**config.mk**
```make
export PLATFORM = sky130hd
export DESIGN_NAME = rsc_regs
export DESIGN_NICKNAME = d
export VERILOG_FILES = /design/src/verilog/rsc_pkg.sv /design/src/verilog/rsc_regs.sv
export SDC_FILE = /design/constraint.sdc
export NUM_CORES = 1
export LEC_CHECK = 0
export ABC_AREA = 1
export BUFFER_PORTS_ARGS = -buffer_cell sky130_fd_sc_hd__buf_4
export CAP_MARGIN = 20
export CORE_AREA = 4 4 95 97
export CTS_CLUSTER_DIAMETER = 30
export DETAILED_ROUTE_END_ITERATION = 8
export DIE_AREA = 0 0 99 101
export GPL_TIMING_DRIVEN = 0
export HOLD_SLACK_MARGIN = 0.12
export PLACE_DENSITY = 0.77
export SLEW_MARGIN = 20
export SYNTH_ARGS = -nofsm -noshare
export SYNTH_HDL_FRONTEND = slang
export SYNTH_SLANG_ARGS = --single-unit
```
**constraint.sdc**
```tcl
create_clock -name mclk -period 2.55 [get_ports mclk]
set_input_delay 0.255 -clock mclk [delete_from_list [all_inputs] [get_ports mclk]]
set_output_delay 0.255 -clock mclk [all_outputs]
set_load 0.01 [all_outputs]
```
**src/verilog/rsc_pkg.sv**
```systemverilog
/*
 * Constants, field layout and carrier types for the regulator
 * sleep and control register bank.
 * Assumes a 32-bit APB master and word indices scaled by four.
 */
package rsc_pkg;

	localparam int ADDR_W = 18;

	// Register indices; byte address is four times the index
	localparam logic [15:0] IDX_A_ON    = 16'h4075;
	localparam logic [15:0] IDX_A_SLP   = 16'h4076;
	localparam logic [15:0] IDX_B_CTL   = 16'h4077;
	localparam logic [15:0] IDX_B_ON    = 16'h4078;
	localparam logic [15:0] IDX_B_SLP   = 16'h4079;
	localparam logic [15:0] IDX_IRQ_ST  = 16'h407c;
	localparam logic [15:0] IDX_IRQ_MSK = 16'h407d;
	localparam logic [15:0] IDX_STATE   = 16'h407e;

	// Field positions
	localparam int SLOT_HI  = 15;
	localparam int SLOT_LO  = 13;
	localparam int MODE_BIT = 8;
	localparam int VSEL_HI  = 4;
	localparam int ACT_HI   = 15;
	localparam int ACT_LO   = 14;
	localparam int SRC_HI   = 12;
	localparam int SRC_LO   = 11;
	localparam int PICK_BIT = 10;
	localparam int HWM_HI   = 9;
	localparam int HWM_LO   = 8;
	localparam int FLT_BIT  = 7;
	localparam int LPL_BIT  = 0;

	// Reset values and writable bits
	localparam logic [15:0] RST_ON    = 16'h0000;
	localparam logic [15:0] RST_SLP   = 16'h0100;
	localparam logic [15:0] RST_B_CTL = 16'h0200;
	localparam logic [15:0] MSK_SLOT  = 16'he11f;
	localparam logic [15:0] MSK_B_CTL = 16'hdf81;

	// Undervoltage actions and hardware control codes
	localparam logic [1:0] ACT_OFF   = 2'h1;
	localparam logic [1:0] ACT_RESET = 2'h2;
	localparam logic [1:0] SRC_HW1   = 2'h1;
	localparam logic [1:0] SRC_HW2   = 2'h2;
	localparam logic [1:0] SRC_ANY   = 2'h3;
	localparam logic [1:0] HWM_OFF   = 2'h1;
	localparam logic [1:0] HWM_ON    = 2'h3;

	// Interrupt status bits
	localparam int IRQ_W    = 2;
	localparam int IRQ_UV_B = 0;
	localparam int IRQ_A_DN = 1;

	typedef enum logic [1:0] {
		A_OFF,
		A_ON,
		A_SLEEP
	} rsc_a_state_e;

	typedef struct packed {
		logic              psel;
		logic              penable;
		logic              pwrite;
		logic [ADDR_W-1:0] paddr;
		logic [31:0]       pwdata;
	} rsc_apb_req_s;

	typedef struct packed {
		logic        pready;
		logic        pslverr;
		logic [31:0] prdata;
	} rsc_apb_rsp_s;

	// One step of the power-up or sleep sequencer
	typedef struct packed {
		logic       valid;
		logic       sleep;
		logic [2:0] slot;
	} rsc_seq_s;

	typedef struct packed {
		logic       enable;
		logic       discharge;
		logic       lowPower;
		logic       lpLevel;
		logic [4:0] voltage;
	} rsc_reg_out_s;

endpackage

```
**src/verilog/rsc_regs.sv**
```systemverilog
/*
 * Regulator sleep and control register bank: APB slave, regulator A
 * sleep sequencing state, regulator B hardware control and undervoltage
 * handling, sticky interrupt status with mask.
 * Assumes sequencer steps, hardware inputs and undervoltage events
 * are synchronous to mclk; undervoltage arrives as a one-cycle pulse.
 */
// The implementer's own choice: the APB interface to the registers.
// Notes on behaviour
// - sleep slot 000 applies sleep voltage and mode in timeslot 5.
// - sleep slot 110 applies sleep state in slot 3, 111 in slot 1.
// - sleep slots 001 to 101 disable the regulator in slots 5 to 1.
// - under hardware enable, codes 001 to 101 pick the sleep entry slot.
// - sleep mode bit 8: 0 normal, 1 low power; resets to 1.
// - 5-bit sleep voltage code, 50mV then 100mV steps.
// - undervoltage action: ignore, regulator off, system reset, reserved.
// - every undervoltage raises an interrupt regardless of action.
// - hardware control source: none, input 1, input 2, either.
// - hardware control voltage from ON field or sleep field by bit 10.
// - hardware control mode: low power, off, low power, ON mode.
// - bit 7: disabled output discharged when 0, floating when 1.
// - bit 0 picks 50mA or 20mA low power level.
// - ON slot 110 or 111 hands enable to hardware input 1 or 2.
module rsc_regs
	import rsc_pkg::*;
(
	// Clock and reset
	input  wire logic         mclk,
	input  wire logic         srst,
	// Register bus
	input  wire rsc_apb_req_s apbReq,
	output rsc_apb_rsp_s      apbRsp,
	// Sequencer, hardware inputs and fault events
	input  wire rsc_seq_s     seq,
	input  wire logic         hwEnable1,
	input  wire logic         hwEnable2,
	input  wire logic         hwCtrl1,
	input  wire logic         hwCtrl2,
	input  wire logic         underVoltB,
	// Regulator steering
	output rsc_reg_out_s      regAOut,
	output rsc_reg_out_s      regBOut,
	output logic              systemResetReq,
	output logic              irq
);

	rsc_apb_rsp_s      apbRsp_q;
	rsc_reg_out_s      regAOut_q;
	rsc_reg_out_s      regBOut_q;
	logic              sysReset_q;
	logic              irq_q;
	logic [15:0]       aOn_q;
	logic [15:0]       aSlp_q;
	logic [15:0]       bCtl_q;
	logic [15:0]       bOn_q;
	logic [15:0]       bSlp_q;
	logic [IRQ_W-1:0]  irqSt_q;
	logic [IRQ_W-1:0]  irqSt_d;
	logic [IRQ_W-1:0]  irqMsk_q;
	logic [IRQ_W-1:0]  irqEvt;
	logic              bShut_q;
	rsc_a_state_e      aState_q;
	rsc_a_state_e      aState_d;
	logic              access;
	logic              aligned;
	logic [15:0]       curIdx;
	logic              mapped;
	logic [15:0]       rdVal;
	logic [2:0]        aOnSlot;
	logic [2:0]        aSlpSlot;
	logic              aHw;
	logic              aHwLevel;
	logic              aUpHit;
	logic              aSleepHit;
	logic              aDisCode;
	logic              aDisable;
	logic [1:0]        bSrc;
	logic [1:0]        bHwMode;
	logic              bHwSel;
	logic              bEnable;

	assign apbRsp         = apbRsp_q;
	assign regAOut        = regAOut_q;
	assign regBOut        = regBOut_q;
	assign systemResetReq = sysReset_q;
	assign irq            = irq_q;

	// Access phase taken once; pready marks the second access cycle
	// The registered answer costs a wait state but keeps decode off pready
	assign access  = apbReq.psel & apbReq.penable & ~apbRsp_q.pready;
	assign aligned = (apbReq.paddr[1:0] == 2'h0);
	assign curIdx  = apbReq.paddr[ADDR_W-1:2];

	function automatic logic wrHit(input logic [15:0] idx);
		wrHit = access && apbReq.pwrite && aligned && (curIdx == idx);
	endfunction

	// Zero-extends an interrupt register to the 16-bit read word
	function automatic logic [15:0] irqWord(input logic [IRQ_W-1:0] bits);
		irqWord = {{(16-IRQ_W){1'b0}}, bits};
	endfunction

	// True on an undervoltage while the action field holds the given code
	function automatic logic uvAction(input logic [1:0] act);
		uvAction = underVoltB && (bCtl_q[ACT_HI:ACT_LO] == act);
	endfunction

	// Timeslot in which the sleep step of a slot code happens
	// Codes 001 to 101 count down from slot 5
	function automatic logic [2:0] sleepTime(input logic [2:0] code);
		case (code)
			3'h0: sleepTime = 3'h5;
			3'h6: sleepTime = 3'h3;
			3'h7: sleepTime = 3'h1;
			default: sleepTime = 3'h6 - code;
		endcase
	endfunction

	always_comb begin
		mapped = 1'b1;
		case (curIdx)
			IDX_A_ON:    rdVal = aOn_q;
			IDX_A_SLP:   rdVal = aSlp_q;
			IDX_B_CTL:   rdVal = bCtl_q;
			IDX_B_ON:    rdVal = bOn_q;
			IDX_B_SLP:   rdVal = bSlp_q;
			IDX_IRQ_ST:  rdVal = irqWord(irqSt_q);
			IDX_IRQ_MSK: rdVal = irqWord(irqMsk_q);
			// Live state readback; writes are accepted and ignored
			IDX_STATE: begin
				rdVal = {11'h000, bShut_q, bHwSel, regBOut_q.enable,
					aState_q == A_SLEEP, regAOut_q.enable};
			end
			default: begin
				rdVal  = 16'h0000;
				mapped = 1'b0;
			end
		endcase
		if (!aligned) begin
			mapped = 1'b0;
		end
	end

	always_ff @(posedge mclk) begin
		if (srst) begin
			apbRsp_q <= '0;
		end else begin
			apbRsp_q.pready  <= access;
			apbRsp_q.pslverr <= access & ~mapped;
			apbRsp_q.prdata  <= (access && !apbReq.pwrite && mapped) ?
				{16'h0000, rdVal} : 32'h00000000;
		end
	end

	// Writable bits only; switch-mode and gaps stay zero
	always_ff @(posedge mclk) begin
		if (srst) begin
			aOn_q  <= RST_ON;
			aSlp_q <= RST_SLP;
			bCtl_q <= RST_B_CTL;
			bOn_q  <= RST_ON;
			bSlp_q <= RST_SLP;
		end else begin
			if (wrHit(IDX_A_ON)) begin
				aOn_q <= apbReq.pwdata[15:0] & MSK_SLOT;
			end
			if (wrHit(IDX_A_SLP)) begin
				aSlp_q <= apbReq.pwdata[15:0] & MSK_SLOT;
			end
			if (wrHit(IDX_B_CTL)) begin
				bCtl_q <= apbReq.pwdata[15:0] & MSK_B_CTL;
			end
			if (wrHit(IDX_B_ON)) begin
				bOn_q <= apbReq.pwdata[15:0] & MSK_SLOT;
			end
			if (wrHit(IDX_B_SLP)) begin
				bSlp_q <= apbReq.pwdata[15:0] & MSK_SLOT;
			end
		end
	end

	// Regulator A
	assign aOnSlot  = aOn_q[SLOT_HI:SLOT_LO];
	assign aSlpSlot = aSlp_q[SLOT_HI:SLOT_LO];
	assign aHw      = (aOnSlot[2:1] == 2'h3);
	assign aHwLevel = aOnSlot[0] ? hwEnable2 : hwEnable1;
	assign aUpHit   = seq.valid && !seq.sleep && !aHw &&
		(aOnSlot != 3'h0) && (seq.slot == aOnSlot);
	assign aSleepHit = seq.valid && seq.sleep &&
		(seq.slot == sleepTime(aSlpSlot));
	assign aDisCode = (aSlpSlot != 3'h0) && (aSlpSlot[2:1] != 2'h3);
	// A hardware-enabled regulator only sleeps, it is never cut
	assign aDisable = aSleepHit && aDisCode && !aHw;

	always_comb begin
		aState_d = aState_q;
		case (aState_q)
			A_OFF: begin
				if (aHw ? aHwLevel : aUpHit) begin
					aState_d = A_ON;
				end
			end
			A_ON: begin
				if (aHw && !aHwLevel) begin
					aState_d = A_OFF;
				end else if (aDisable) begin
					aState_d = A_OFF;
				end else if (aSleepHit) begin
					aState_d = A_SLEEP;
				end
			end
			A_SLEEP: begin
				if (aHw && !aHwLevel) begin
					aState_d = A_OFF;
				end else if (seq.valid && !seq.sleep) begin
					aState_d = A_ON;
				end
			end
			default: aState_d = A_OFF;
		endcase
	end

	always_ff @(posedge mclk) begin
		if (srst) begin
			aState_q <= A_OFF;
		end else begin
			aState_q <= aState_d;
		end
	end

	always_ff @(posedge mclk) begin
		if (srst) begin
			regAOut_q <= '0;
		end else begin
			// Next state is used so voltage and mode move with enable
			regAOut_q.enable    <= (aState_d != A_OFF);
			regAOut_q.discharge <= (aState_d == A_OFF);
			regAOut_q.lpLevel   <= 1'b0;
			if (aState_d == A_SLEEP) begin
				regAOut_q.voltage  <= aSlp_q[VSEL_HI:0];
				regAOut_q.lowPower <= aSlp_q[MODE_BIT];
			end else begin
				regAOut_q.voltage  <= aOn_q[VSEL_HI:0];
				regAOut_q.lowPower <= aOn_q[MODE_BIT];
			end
		end
	end

	// Regulator B
	// Source 00 leaves regulator B under software control alone
	assign bSrc    = bCtl_q[SRC_HI:SRC_LO];
	assign bHwMode = bCtl_q[HWM_HI:HWM_LO];
	always_comb begin
		case (bSrc)
			SRC_HW1: bHwSel = hwCtrl1;
			SRC_HW2: bHwSel = hwCtrl2;
			SRC_ANY: bHwSel = hwCtrl1 | hwCtrl2;
			default: bHwSel = 1'b0;
		endcase
	end
	// No ON slot here: B stays on unless cut or switched off by mode 01
	assign bEnable = !bShut_q && !(bHwSel && bHwMode == HWM_OFF);

	// Shutdown holds until software rewrites the control register;
	// a new undervoltage in the same cycle wins
	always_ff @(posedge mclk) begin
		if (srst) begin
			bShut_q <= 1'b0;
		end else if (uvAction(ACT_OFF)) begin
			bShut_q <= 1'b1;
		end else if (wrHit(IDX_B_CTL)) begin
			bShut_q <= 1'b0;
		end
	end

	always_ff @(posedge mclk) begin
		if (srst) begin
			sysReset_q <= 1'b0;
		end else begin
			sysReset_q <= uvAction(ACT_RESET);
		end
	end

	always_ff @(posedge mclk) begin
		if (srst) begin
			regBOut_q <= '0;
		end else begin
			regBOut_q.enable    <= bEnable;
			regBOut_q.discharge <= !bEnable && !bCtl_q[FLT_BIT];
			regBOut_q.lpLevel   <= bCtl_q[LPL_BIT];
			if (bHwSel && bCtl_q[PICK_BIT]) begin
				regBOut_q.voltage <= bSlp_q[VSEL_HI:0];
			end else begin
				regBOut_q.voltage <= bOn_q[VSEL_HI:0];
			end
			if (bHwSel && bHwMode != HWM_ON) begin
				regBOut_q.lowPower <= 1'b1;
			end else begin
				regBOut_q.lowPower <= bOn_q[MODE_BIT];
			end
		end
	end

	// Interrupts: sticky status, write one to clear, set wins
	always_comb begin
		irqEvt = '0;
		irqEvt[IRQ_UV_B] = underVoltB;
		irqEvt[IRQ_A_DN] = aDisable && aState_q == A_ON;
		irqSt_d = irqSt_q;
		if (wrHit(IDX_IRQ_ST)) begin
			irqSt_d = irqSt_q & ~apbReq.pwdata[IRQ_W-1:0];
		end
		irqSt_d = irqSt_d | irqEvt;
	end

	always_ff @(posedge mclk) begin
		if (srst) begin
			irqSt_q <= '0;
		end else begin
			irqSt_q <= irqSt_d;
		end
	end

	always_ff @(posedge mclk) begin
		if (srst) begin
			// Mask bits beyond the event count read back as zero
			irqMsk_q <= '0;
		end else if (wrHit(IDX_IRQ_MSK)) begin
			irqMsk_q <= apbReq.pwdata[IRQ_W-1:0];
		end
	end

	// Level output follows next-state so an event shows one cycle later
	always_ff @(posedge mclk) begin
		if (srst) begin
			irq_q <= 1'b0;
		end else begin
			irq_q <= |(irqSt_d & irqMsk_q);
		end
	end

endmodule

```
==> results.cfg <==
[outcome]
outcome = finished clean

[sta]
finalSetupViolCount = 0
tightest_slew_ns = 0.609
max_freq_ghz = 0.491
timing.setup.tns_ns = 0
fin_ws_ns = 0.515
finalMaxSlewViolations = 0
relSlewSlack_pct = 59.4
hold_viol = 0
fin_crit_sh_pct = 79.8
period_needed_ns = 2.03
rsz0062_at_grt = no
fin_skew_ns = 0.0122
holdWs_ns = 0.159

[global_routing]
track_usage_pct = 22.6
grt_pass1_wl_microns = 18100
gr-total-overflow = 0
grt_pass1_vias = 3763
grt_max_degree = 17
antenna_found_initial = 0

[final_layout]
multi_input_area_sq_um = 1960
final-instance-count-excl-fill = 794
fin_area_sq_um = 5270
fillCellCount = 743
syn2layout_area_growth_pct = 25.6
drive_above_1_share_pct = 25.0
fin_nets = 753
regArea_sq_um = 1740
diodes = 0

[die]
die_x_microns = 99
coreArea_sq_um = 8130
die-height_microns = 101
core.rowCount = 33
dieArea_sq_um = 10000
start_util_pct = 51.6
ios = 119

[synthesis]
synth_top_cell_by_area = dfxtp_1
async_flop_share_pct = 0
ys_top_cells_by_area = dfxtp_1 41%, a21oi_1 7.2%, inv_1 6.9%, nand2_1 6.7%, nor2_1 6.0%
synthCells = 569
yosysMostFrequentCell = dfxtp_1
synth_top_area_share_pct = 41.5
synth_area_sq_um = 4200
yosys_warnings = 0
synth_common_cells = 87 x dfxtp_1, 77 x inv_1, 75 x nand2_1
syn_avg_cell_area_sq_um = 7.38
synth_cell_types = 39
synth-edff-count = 0
synth_seq_area_share_pct = 41.5
ys_ff_latch = 87
ys.flop_type = dfxtp_1

[placement]
portBuffers = 80
dpl.hpwl_microns = 8900
dp.cells = 772
place.gp.congestion = 0.993
pre_cts_slack_ns = 0.532
post_dp_cell_area_sq_um = 5000

[power_and_ir_drop]
p_leak_nw = 2.40
p_per_area_nw_per_um2 = 493
ir_worst_vdd_v = 0.000359

[drt]
drt_iter0_markers = 313
drtPass1Iterations = 5
viasPerCell = 5.11
drc = 0
vias = 4058
wl_microns = 11400
wl_per_cell_microns = 14.3
antenna_left = 0

[critical_path]
slowest_stage = dlygate4sd3_1
path_buf_inv = 5
worstPathMaxFanout = 10
cp-start-kind = input pin
worstPathCellList = dlygate4sd3_1 > buf_4 > inv_1 > clkbuf_1 > clkbuf_1 > o21ai_0 > a21oi_1
worstPathArrival_ns = 2.33
cp.required_ns = 2.84
end_kind = flip-flop
crit_top_cell = clkbuf_1
critical-path-max-stage-delay_ns = 0.53
crit_family = buffers and inverters
critical_path_class = in -> reg

[clock_network]
cts_tree = done
hold_buffers = 6
cts_root_buffer = clkbuf_8
cts_made_buffers = 9
postCtsSetupBuffers = 0
clock-sinks = 87
cts-htree-levels = 3
insertion_delay_ns = 0.36
post_cts_resized = 0
clock_path_buffers = 2
path_clk_slew_ns = 0.09

[hold_path]
worstHoldPathType = in -> reg

[job]
drv_cap = 0
tightest hold or removal path, stage by stage:
cell    delay [ns]
buf_4         0.11
inv_1         0.07
nor4_1        0.05
cells in the final DEF (no fill, tap or decap), types with 2 or more instances in the layout:
cell,netlist,final
inv_2,5,5
o21ai_1,8,8
nand3_2,2,2
o22ai_1,2,2
a21oi_1,60,60
nor3_1,7,7
clkinv_4,0,3
nor2_2,16,16
a21oi_2,3,3
inv_1,77,77
nand3_1,24,24
clkbuf_8,0,10
clkbuf_1,7,7
buf_6,5,5
nor2_1,67,67
conb_1,1,19
o21ai_2,3,3
o211ai_1,2,2
o21ai_0,47,47
nor2_4,4,4
dfxtp_1,87,87
nand4_2,3,3
buf_4,21,101
ha_1,4,4
nand4_1,17,17
dlygate4sd3_1,0,6
nand2_1,75,75
nand2_2,7,7
buf_2,2,2
through the flow:
stage	util [%]	power, mW
after global placement	61.4	1.59
after global routing	64.8	2.68
after CTS	64.8	2.60
after detailed placement	61.4	1.59
after floorplan	-	1.50
final	64.8	2.60
power breakdown:
part / switching (mW) / total [mW] / leakage [nW] / internal [mW]
clock: 0.531 / 1.03 / 0.109 / 0.495
sequential: 0.00204 / 1.36 / 0.702 / 1.36
combinational: 0.115 / 0.211 / 1.59 / 0.0959
total: 0.648 / 2.60 / 2.40 / 1.95
cells by family after synthesis:
| kind of cell | count (synthesis) | share of synthesized area (%) |
|---|---|---|
| AO/OA/AOI/OAI | 130 | 16.7 |
| XOR/XNOR | 1 | 0.209 |
| adder cells (fa/ha/maj) | 4 | 1.19 |
| buffers and inverters | 118 | 13.4 |
| flip-flops | 87 | 41.5 |
| other | 1 | 0.0893 |
| AND/OR/NAND/NOR | 228 | 27.0 |
layer usage:
metal  global-route usage [%]  up-vias  part of all wire [%]
li1                         -     2040                     -
met1                     29.8     1845                    42
met2                     38.3      159                    49
met3                     3.39       14                   8.1
met4                     6.72        0                   1.3
met5                        0        -                     0
worst paths after layout:
path	start	endpoint	slack (ns)	depth (start not counted)
hold / removal	underVoltB	systemResetReq$_SDFF_PP0_	0.16	3
setup / recovery	srst	aOn_q[8]$_SDFFE_PP0P_	0.52	7
hold reg to reg	bOn_q[13]$_SDFFE_PP0P_	bOn_q[13]$_SDFFE_PP0P_	0.47	2
setup reg to reg	aSlp_q[13]$_SDFFE_PP0P_	regAOut[1]$_SDFF_PP0_	0.55	13
registers in the layout, summed over array words and instances, names as in the netlist:
name	flops
aOn_q	9
aSlp_q	9
aState_q	2
apbRsp	16
bCtl_q	9
bOn_q	9
bShut_q	1
bSlp_q	9
irq	1
irqMsk_q	2
irqSt_q	2
regAOut	8
regBOut	9
systemResetReq	1
cell type report:
class | instances | area share, %
Buffer | 36 | 4.82
Multi-Input combinational cell | 382 | 37.2
Tap cell | 105 | 2.49
Clock inverter | 6 | 1.45
Clock buffer | 10 | 2.61
Timing Repair Buffer | 86 | 12.5
Inverter | 82 | 5.84
Sequential cell | 87 | 33.0
(Power assumes the default switching activity.)
